**src/pav_consts.vh**
```
// Constants for the picture adjust and blanking control stage.
// Assumes inclusion by bare name from the design file only.
`ifndef PAV_CONSTS_VH
`define PAV_CONSTS_VH
`define PAV_ADDR_STD 12'h000
`define PAV_ADDR_LGAIN 12'h004
`define PAV_ADDR_LOFS 12'h008
`define PAV_ADDR_CROT 12'h00C
`define PAV_ADDR_CGAIN 12'h010
`define PAV_ADDR_BLANK 12'h014
`define PAV_ADDR_STAT 12'h018
`define PAV_RST_STD 8'h00
`define PAV_RST_LGAIN 8'h80
`define PAV_RST_LOFS 8'h00
`define PAV_RST_CROT 8'h00
`define PAV_RST_CGAIN 8'h80
`define PAV_RST_BLANK 8'h14
`define PAV_BIT_MONO 5
`define PAV_BIT_SETUP 4
`define PAV_BIT_AUX 6
`define PAV_BIT_PASS 7
`define PAV_BIT_VSEL 6
`define PAV_BIT_HALF 5
`define PAV_BLACK_Y 10'h040
`define PAV_MID_C 10'h200
`define PAV_MAX10 10'h3FF
`define PAV_SETUP_OFS 10'h02A
`define PAV_HALF_PIX 10'h1AD
`define PAV_STD_625 4'h8
`define PAV_STD_COMP 4'h4
`endif

```
**src/pav_picture_adjust.v**
```verilog
// Luma/chroma picture adjust and blanking interval control, with APB registers.
// Assumes samples, line number and pixel index arrive synchronous to pclk.
// How it works
// - Monochrome bit forces chroma outputs to midscale; luma passes through the normal path.
// - Monochrome forcing applies for every input source and line system.
// - Luma multiplied by 8-bit gain, 0x80 is unity, range zero to two.
// - All gain and offset arithmetic on 22-bit signed values, saturating to 0 and 1023.
// - Signed luma offset -128..127 added, reset zero.
// - Offset added in raw code steps, not scaled for sync level or setup; caller calibrates.
// - Chroma rotated by signed hue value, about 0.45 degree per step.
// - Rotation bypassed for component sources and for the 625-line standard.
// - Chroma multiplied by 8-bit gain, 0x80 unity.
// - Blanking length is 5-bit field, reset 20 lines.
// - Blanking lines output black luma and midscale chroma by default.
// - Passthrough bit sends raw input luma on blanking lines.
// - No setup processing inside the blanking interval.
// - Half-line bit limits setup to latter half of second-field first active line.
// - V-bit timing select chooses one of two fixed 525-line tables.
// - 525-line V-bit low on 10-263,273-525 or 20-263,283-525.
// - 625-line V-bit high on 1-22, 311-335, 624-625.
// - Second-field blanking from 264 to length+245, or 311 to length+311.
// - 625-line first-field blanking begins at line 624.
`timescale 1ns/10ps
`include "pav_consts.vh"
module pav_picture_adjust #(
   parameter DW = 10
) (
   input wire pclk,
   input wire presetn,
   input wire psel,
   input wire penable,
   input wire pwrite,
   input wire [11:0] paddr,
   input wire [31:0] pwdata,
   output reg [31:0] prdata,
   output reg pready,
   output reg pslverr,
   input wire in_valid,
   input wire [DW-1:0] in_luma,
   input wire [DW-1:0] in_raw,
   input wire [DW-1:0] in_cb,
   input wire [DW-1:0] in_cr,
   input wire [9:0] line_num,
   input wire [9:0] pixel_idx,
   output reg out_valid,
   output reg [DW-1:0] out_luma,
   output reg [DW-1:0] out_cb,
   output reg [DW-1:0] out_cr,
   output reg out_vbit,
   output reg out_blank
);
   reg [7:0] std_reg;
   reg [7:0] lgain_reg;
   reg [7:0] lofs_reg;
   reg [7:0] crot_reg;
   reg [7:0] cgain_reg;
   reg [7:0] blank_reg;
   wire [3:0] video_standard_sel = std_reg[3:0];
   wire standard_aux_bit = std_reg[`PAV_BIT_AUX];
   wire mono = std_reg[`PAV_BIT_MONO];
   wire setup_en = std_reg[`PAV_BIT_SETUP];
   wire [7:0] luma_gain_field = lgain_reg;
   wire [7:0] luma_offset_field = lofs_reg;
   wire [7:0] chroma_rotation_field = crot_reg;
   wire [7:0] chroma_gain_field = cgain_reg;
   wire blank_line_passthrough = blank_reg[`PAV_BIT_PASS];
   wire ref_code_vtiming_sel = blank_reg[`PAV_BIT_VSEL];
   wire half_line_pedestal = blank_reg[`PAV_BIT_HALF];
   wire [4:0] blank_length_field = blank_reg[4:0];
   wire is625 = (video_standard_sel & `PAV_STD_625) != 4'h0;
   wire is_comp = is625 || ((video_standard_sel & `PAV_STD_COMP) != 4'h0);

   // Clamp a signed wide result into the 10-bit sample range.
   function [DW-1:0] sat10;
      input signed [21:0] v;
      begin
         if (v < 0)
            sat10 = {DW{1'b0}};
         else if (v > $signed({12'h000, `PAV_MAX10}))
            sat10 = `PAV_MAX10;
         else
            sat10 = v[DW-1:0];
      end
   endfunction

   // Gain of 0x80 is unity: product shifted right by seven.
   function signed [21:0] gain7;
      input signed [21:0] s;
      input [7:0] g;
      reg signed [30:0] p;
      begin
         p = s * $signed({1'b0, g});
         gain7 = p[28:7];
      end
   endfunction

   // APB: zero wait states, unmapped reads give zero with pslverr.
   wire acc = psel && penable;
   reg hit;
   always @* begin
      case (paddr)
         `PAV_ADDR_STD, `PAV_ADDR_LGAIN, `PAV_ADDR_LOFS, `PAV_ADDR_CROT,
         `PAV_ADDR_CGAIN, `PAV_ADDR_BLANK, `PAV_ADDR_STAT: hit = 1'b1;
         default: hit = 1'b0;
      endcase
   end
   always @(posedge pclk or negedge presetn) begin
      if (!presetn) begin
         std_reg <= `PAV_RST_STD;
         lgain_reg <= `PAV_RST_LGAIN;
         lofs_reg <= `PAV_RST_LOFS;
         crot_reg <= `PAV_RST_CROT;
         cgain_reg <= `PAV_RST_CGAIN;
         blank_reg <= `PAV_RST_BLANK;
         prdata <= 32'h00000000;
         pready <= 1'b0;
         pslverr <= 1'b0;
      end else begin
         pready <= psel && !penable;
         pslverr <= psel && !penable && !hit;
         prdata <= 32'h00000000;
         if (psel && !penable && !pwrite) begin
            case (paddr)
               `PAV_ADDR_STD: prdata <= {24'h000000, std_reg};
               `PAV_ADDR_LGAIN: prdata <= {24'h000000, lgain_reg};
               `PAV_ADDR_LOFS: prdata <= {24'h000000, lofs_reg};
               `PAV_ADDR_CROT: prdata <= {24'h000000, crot_reg};
               `PAV_ADDR_CGAIN: prdata <= {24'h000000, cgain_reg};
               `PAV_ADDR_BLANK: prdata <= {24'h000000, blank_reg};
               `PAV_ADDR_STAT: prdata <= {30'h00000000, out_blank, out_vbit};
               default: prdata <= 32'h00000000;
            endcase
         end
         if (acc && pready && pwrite) begin
            case (paddr)
               `PAV_ADDR_STD: std_reg <= {1'b0, pwdata[6:0]};
               `PAV_ADDR_LGAIN: lgain_reg <= pwdata[7:0];
               `PAV_ADDR_LOFS: lofs_reg <= pwdata[7:0];
               `PAV_ADDR_CROT: crot_reg <= pwdata[7:0];
               `PAV_ADDR_CGAIN: cgain_reg <= pwdata[7:0];
               `PAV_ADDR_BLANK: blank_reg <= pwdata[7:0];
               default: std_reg <= std_reg;
            endcase
         end
      end
   end

   // Blanking interval and V-bit decode from the incoming line number.
   wire [9:0] len = {5'h00, blank_length_field};
   reg blank_now;
   reg vbit_now;
   reg first_f2;
   always @* begin
      if (is625) begin
         blank_now = (line_num <= len) || (line_num >= 10'd624) ||
            ((line_num >= 10'd311) && (line_num <= len + 10'd311));
         vbit_now = (line_num <= 10'd22) || (line_num >= 10'd624) ||
            ((line_num >= 10'd311) && (line_num <= 10'd335));
         first_f2 = (line_num == len + 10'd312);
      end else begin
         blank_now = (line_num <= len) ||
            ((line_num >= 10'd264) && (line_num <= len + 10'd245));
         if (ref_code_vtiming_sel)
            vbit_now = (line_num <= 10'd19) ||
               ((line_num >= 10'd264) && (line_num <= 10'd282));
         else
            vbit_now = (line_num <= 10'd9) ||
               ((line_num >= 10'd264) && (line_num <= 10'd272));
         first_f2 = (line_num == len + 10'd246);
      end
   end

   // Datapath: gain, offset, setup, then chroma rotation and gain.
   reg [DW-1:0] y_res;
   reg [DW-1:0] cb_res;
   reg [DW-1:0] cr_res;
   reg signed [21:0] yv;
   reg signed [21:0] cbv;
   reg signed [21:0] crv;
   reg signed [21:0] cbr;
   reg signed [21:0] crr;
   reg signed [21:0] hk;
   reg setup_apply;
   always @* begin
      yv = gain7($signed({12'h000, in_luma}), luma_gain_field);
      // Offset is applied in raw steps; scaling to output levels is upstream calibration.
      yv = yv + $signed({{14{luma_offset_field[7]}}, luma_offset_field});
      setup_apply = setup_en && !blank_now && (!first_f2 || !half_line_pedestal ||
         (pixel_idx >= `PAV_HALF_PIX));
      if (setup_apply)
         yv = yv + $signed({12'h000, `PAV_SETUP_OFS});
      y_res = sat10(yv);
      cbv = $signed({12'h000, in_cb}) - $signed({12'h000, `PAV_MID_C});
      crv = $signed({12'h000, in_cr}) - $signed({12'h000, `PAV_MID_C});
      // Small-angle rotation: sin ~ k, cos ~ 1, roughly 0.45 degree per step.
      hk = $signed({{14{chroma_rotation_field[7]}}, chroma_rotation_field});
      if (!is_comp) begin
         cbr = cbv - ((crv * hk) >>> 6'd7);
         crr = crv + ((cbv * hk) >>> 6'd7);
      end else begin
         cbr = cbv;
         crr = crv;
      end
      cb_res = sat10(gain7(cbr, chroma_gain_field) + $signed({12'h000, `PAV_MID_C}));
      cr_res = sat10(gain7(crr, chroma_gain_field) + $signed({12'h000, `PAV_MID_C}));
      if (mono) begin
         cb_res = `PAV_MID_C;
         cr_res = `PAV_MID_C;
      end
      if (blank_now) begin
         y_res = blank_line_passthrough ? in_raw : `PAV_BLACK_Y;
         cb_res = `PAV_MID_C;
         cr_res = `PAV_MID_C;
      end
   end

   always @(posedge pclk or negedge presetn) begin
      if (!presetn) begin
         out_valid <= 1'b0;
         out_luma <= `PAV_BLACK_Y;
         out_cb <= `PAV_MID_C;
         out_cr <= `PAV_MID_C;
         out_vbit <= 1'b1;
         out_blank <= 1'b1;
      end else begin
         out_valid <= in_valid;
         if (in_valid) begin
            out_luma <= y_res;
            out_cb <= cb_res;
            out_cr <= cr_res;
            out_vbit <= vbit_now;
            out_blank <= blank_now;
         end
      end
   end
endmodule // pav_picture_adjust

```
**config.mk**
```make
export PLATFORM = sky130hd
export DESIGN_NAME = pav_picture_adjust
export DESIGN_NICKNAME = d
export VERILOG_FILES = /design/src/pav_picture_adjust.v
export VERILOG_INCLUDE_DIRS = /design/src /design/src/src
export SDC_FILE = /design/constraint.sdc
export NUM_CORES = 1
export LEC_CHECK = 0
export BUFFER_PORTS_ARGS = -buffer_cell sky130_fd_sc_hd__buf_2
export CELL_PAD_IN_SITES_DETAIL_PLACEMENT = 1
export CELL_PAD_IN_SITES_GLOBAL_PLACEMENT = 1
export CORE_ASPECT_RATIO = 0.7
export CORE_MARGIN = 4
export CORE_UTILIZATION = 35
export DETAILED_ROUTE_END_ITERATION = 8
export PLACE_DENSITY = 0.66
export SYNTH_ARGS = -nofsm -noshare
export SYNTH_HDL_FRONTEND = slang
export SYNTH_SLANG_ARGS = --single-unit
export TNS_END_PERCENT = 10
```
**constraint.sdc**
```tcl
create_clock -name pclk -period 15.47 [get_ports pclk]
set_input_delay 3.094 -clock pclk [delete_from_list [all_inputs] [get_ports pclk]]
set_output_delay 3.094 -clock pclk [all_outputs]
set_load 0.03 [all_outputs]
```
==> flow_results.xml <==
<?xml version="1.0" encoding="UTF-8"?>
<metrics>
  <group name="power_and_ir_drop">
    <metric name="worst_ir_drop_vdd" unit="mV">0.05149</metric>
    <metric name="p_sw_share" unit="%">38.62</metric>
    <metric name="internal_power" unit="W">0.0004307</metric>
    <metric name="pwr_density_cell" unit="nW/um^2">27.10</metric>
    <metric name="power.combinational.fraction" unit="%">29.5</metric>
    <metric name="total_power" unit="W">0.0007016</metric>
    <metric name="seq_power_share" unit="%">34.1</metric>
    <metric name="total_leakage_power" unit="nW">13.42</metric>
    <metric name="clkPwrFrac" unit="%">36.4</metric>
    <metric name="netSwitchingPower" unit="W">0.0002710</metric>
  </group>
  <group name="cts">
    <metric name="clk-insertion-delay-late" unit="ns">0.40</metric>
    <metric name="tritoncts_clock_tree" unit="">built</metric>
    <metric name="cts_max_path_buffers" unit="">2</metric>
    <metric name="clkTransAtPathRegs" unit="ns">0.10</metric>
    <metric name="cts.sinks" unit="">90</metric>
    <metric name="cts_h_tree_lvls" unit="">3</metric>
    <metric name="clock_tree.root_cell" unit="">clkbuf_16</metric>
    <metric name="cts_made_buffers" unit="">9</metric>
    <metric name="cts-hold-fix-buffers" unit="">0</metric>
  </group>
  <group name="synthesis">
    <metric name="synth_async_sr_flop_share" unit="%">100.0</metric>
    <metric name="yosys.area_share.xor_xnor" unit="%">4.371</metric>
    <metric name="synthSimpleGateAreaFrac" unit="%">17.91</metric>
    <metric name="synth_top_family_by_area" unit="">adder cells</metric>
    <metric name="count_of_unique_library_cells_instantiated_by_yosys" unit="">84</metric>
    <metric name="area_fraction_in_compound_gates_after_synthesis" unit="%">12.76</metric>
    <metric name="most_used_dff_post_synth" unit="">dfrtp_1</metric>
    <metric name="synth_edf_count" unit="">0</metric>
    <metric name="postSynthAreaPerCell" unit="sq um">8.614</metric>
    <metric name="synth.mux.area_fraction" unit="%">2.015</metric>
    <metric name="synth_fa_ha_area_share" unit="%">42.96</metric>
    <metric name="synthesis.area" unit="sq um">23840</metric>
    <metric name="synth-seq-area-share" unit="%">9.493</metric>
    <metric name="postSynthRegisterBits" unit="">90</metric>
    <metric name="synthesis.yosys.warnings" unit="">0</metric>
    <metric name="synth_cells" unit="">2768</metric>
  </group>
  <group name="critical_path">
    <metric name="cp_num_cells" unit="">47</metric>
    <metric name="crit_type" unit="">primary input to register</metric>
    <metric name="cp_common_cell" unit="">fa_1</metric>
    <metric name="timing.critical_path.to_type" unit="">register</metric>
    <metric name="timing.critical_path.slowest_stage_cell" unit="">fa_1</metric>
    <metric name="worst_path_dominant_cell_family" unit="">adder cells</metric>
    <metric name="timing.critical_path.buf_inv" unit="">9</metric>
    <metric name="timing.critical_path.required" unit="ns">15.76</metric>
    <metric name="worst-endpoint-arrival" unit="ns">15.00</metric>
    <metric name="crit_fanout" unit="">11</metric>
    <metric name="timing.reg2reg.worst_path_depth" unit="">46</metric>
    <metric name="critical_path.max_stage_delay" unit="ns">0.59</metric>
    <metric name="timing.critical_path.from_type" unit="">primary input</metric>
  </group>
  <group name="placement">
    <metric name="gpl.final_weighted_congestion" unit="">0.8261</metric>
    <metric name="post_dp_cell_area" unit="sq um">25490</metric>
    <metric name="place.port_buffers" unit="">128</metric>
    <metric name="dpl.cell_count" unit="">3732</metric>
    <metric name="dp_hpwl" unit="um">56660</metric>
    <metric name="pre_cts_slack" unit="ns">-0.02004</metric>
  </group>
  <group name="job">
    <metric name="cap_viol_max_count" unit="">0</metric>
  </group>
  <group name="finish">
    <metric name="layout.cell_area.non_filler" unit="sq um">25890</metric>
    <metric name="biggestRegsByFlops" unit="">out_cb (10), out_cr (10), out_luma (10)</metric>
    <metric name="post_layout_nonfiller_instances" unit="">3751</metric>
    <metric name="final_layout_size_suffix_gt1_share" unit="%">9.832</metric>
    <metric name="fin_nets" unit="">3574</metric>
    <metric name="syn2layout_area_growth" unit="%">8.575</metric>
  </group>
  <group name="timing">
    <metric name="min_hold_slack" unit="ns">0.4983</metric>
    <metric name="clock_skew_after_layout" unit="ns">0.04613</metric>
    <metric name="final.setup.worst_slack" unit="ns">0.7590</metric>
    <metric name="report.final.slew_viol_count" unit="">0</metric>
    <metric name="timing.max_slew.rel_slack" unit="%">19.23</metric>
    <metric name="timing.final.crit_share" unit="%">95.09</metric>
    <metric name="max_freq" unit="MHz">67.98</metric>
    <metric name="finalSetupViolations" unit="">0</metric>
    <metric name="report.final.hold_viol_count" unit="">0</metric>
    <metric name="worst_slew_pin_slew" unit="ns">1.212</metric>
    <metric name="period_needed" unit="ns">14.71</metric>
  </group>
  <group name="global_routing">
    <metric name="global_route_wire_length_before_repair" unit="um">115500</metric>
    <metric name="antenna_found_initial" unit="">3</metric>
    <metric name="grt-ovfl-total" unit="">0</metric>
    <metric name="grt_start_max_net_pins" unit="">58</metric>
    <metric name="grtUsageTotal" unit="%">19.61</metric>
    <metric name="grt_pass1_vias" unit="">21630</metric>
  </group>
  <group name="hold_path">
    <metric name="worstHoldPathCells" unit="">1</metric>
    <metric name="timing.hold.worst.class" unit="">register to register</metric>
  </group>
  <group name="floorplan">
    <metric name="initial_utilization" unit="%">35.63</metric>
    <metric name="dieHeight" unit="um">226.4</metric>
    <metric name="dieArea" unit="sq um">72430</metric>
    <metric name="floorplan.rows" unit="">79</metric>
    <metric name="ios" unit="">177</metric>
    <metric name="core_area" unit="sq um">66920</metric>
    <metric name="fp.dieW" unit="um">320.0</metric>
  </group>
  <group name="detailed_routing">
    <metric name="drt-vias-per-instance" unit="">5.205</metric>
    <metric name="detailedRoute.firstIterationViolations" unit="">954</metric>
    <metric name="drt_first_pass_iters" unit="">6</metric>
    <metric name="route.detailed.wl_per_inst" unit="um">18.52</metric>
    <metric name="route.detailed.drc" unit="">0</metric>
    <metric name="wl" unit="um">69450</metric>
    <metric name="routed-via-count" unit="">19530</metric>
    <metric name="final_antenna_net_count" unit="">0</metric>
  </group>
  <group name="outcome">
    <metric name="outcome" unit="">finished clean</metric>
  </group>
</metrics>
-- cells in the final DEF, fill, tap and decap left out, drive strengths merged, types with 16 or more instances in the layout --
cell,synthesis,final
a211oi,23,23
a21o,33,33
a21oi,82,82
a221o,21,21
a22oi,21,21
a31oi,16,16
and2,219,219
and3,28,28
buf,30,178
conb,1,24
dfrtp,81,81
fa,346,346
ha,265,265
inv,509,511
mux2,40,40
nand2,254,254
nand3,54,54
nor2,113,113
nor2b,35,35
nor3,46,46
o21a,23,23
o21ai,83,83
or3,17,17
xnor2,82,82
xor2,37,37
-- area by class of cell --
class | count | area [sq um]
repair buffers | 179 | 1028
clock inverters | 6 | 73.82
well taps | 891 | 1115
inverters | 511 | 1918
fillers | 7945 | 41030
clock buffers | 10 | 229.0
diodes | 2 | 5.005
multi-input cells | 2062 | 19250
flip-flops and latches | 90 | 2263
-- logic make-up after synthesis --
group,after synthesis
AO/OA/AOI/OAI,429
XOR/XNOR,119
adder cells (fa/ha/maj),611
buffers and inverters,639
flip-flops,90
multiplexers,43
other,1
AND/OR/NAND/NOR,836
-- worst paths after layout --
kind / slack [ns] / from / to
setup / recovery: 0.76 / in_cb[1] / out_cr[2]
hold / removal: 0.50 / out_cb[8] / out_cb[8]
setup reg to reg: 2.10 / chroma_rotation_field[7] / out_cr[2]
hold reg to reg: 0.50 / out_cb[8] / out_cb[8]
max in group asynchronous: 11.60 / presetn / pready
min in group asynchronous: 2.65 / presetn / out_cr[8]
-- power groups by stage --
stage	registers [W]	logic (W)	clock network (W)
2_1_floorplan	0.000247	0.000114	0
3_3_place_gp	0.000244	0.000198	0
3_5_place_dp	0.000244	0.000206	0
4_1_cts	0.000239	0.000207	0.000260
5_1_grt	0.000239	0.000229	0.000269
6_report	0.000239	0.000207	0.000256
-- cell usage after synthesis (all sizes together) (9+ instances only) --
cell type	instances	area (sq um)
a211oi	23	187.7
a21boi	10	75.07
a21o	33	247.7
a21oi	82	410.4
a221o	21	210.2
a22oi	21	157.7
a31oi	16	115.1
and2	219	1370
and3	28	175.2
buf	30	211.4
clkbuf	98	367.9
dfrtp	81	2027
dfstp	9	236.5
fa	346	6927
ha	265	3316
inv	509	1911
mux2	40	450.4
nand2	254	953.4
nand2b	12	75.07
nand3	54	270.3
nand4	12	75.07
nor2	113	424.2
nor2b	35	219.0
nor3	46	230.2
nor3b	9	67.56
o211ai	14	105.1
o21a	23	172.7
o21ai	83	430.4
o21bai	14	105.1
o31ai	13	97.59
or3	17	106.4
xnor2	82	718.2
xor2	37	324.1
-- repair_timing --
action                     in CTS  in global routing
setup endpoints to repair       0                 20
setup buffers                   0                  1
gates resized for setup         0                 26
-- stage by stage --
| stage | setup TNS (ns) | util (%) |
|---|---|---|
| after floorplan | 0 | - |
| after global placement | 0 | 38.09 |
| after detailed placement | -0.02004 | 38.09 |
| after CTS | 0 | 38.54 |
| after global routing | -0.04827 | 38.68 |
| final | 0 | 38.69 |
-- routing by layer --
layer / share of wire [%] / vias up / GRT usage, % / routed length, um
met4: 1.4 / 0 / 3.349 / 957
met3: 3.3 / 61 / 2.070 / 2268
met5: 0 / - / 0 / 0
li1: - / 9091 / - / -
met2: 48 / 299 / 33.80 / 33050
met1: 48 / 10070 / 27.14 / 33170
No activity file was read; power rests on OpenSTA's default activity.
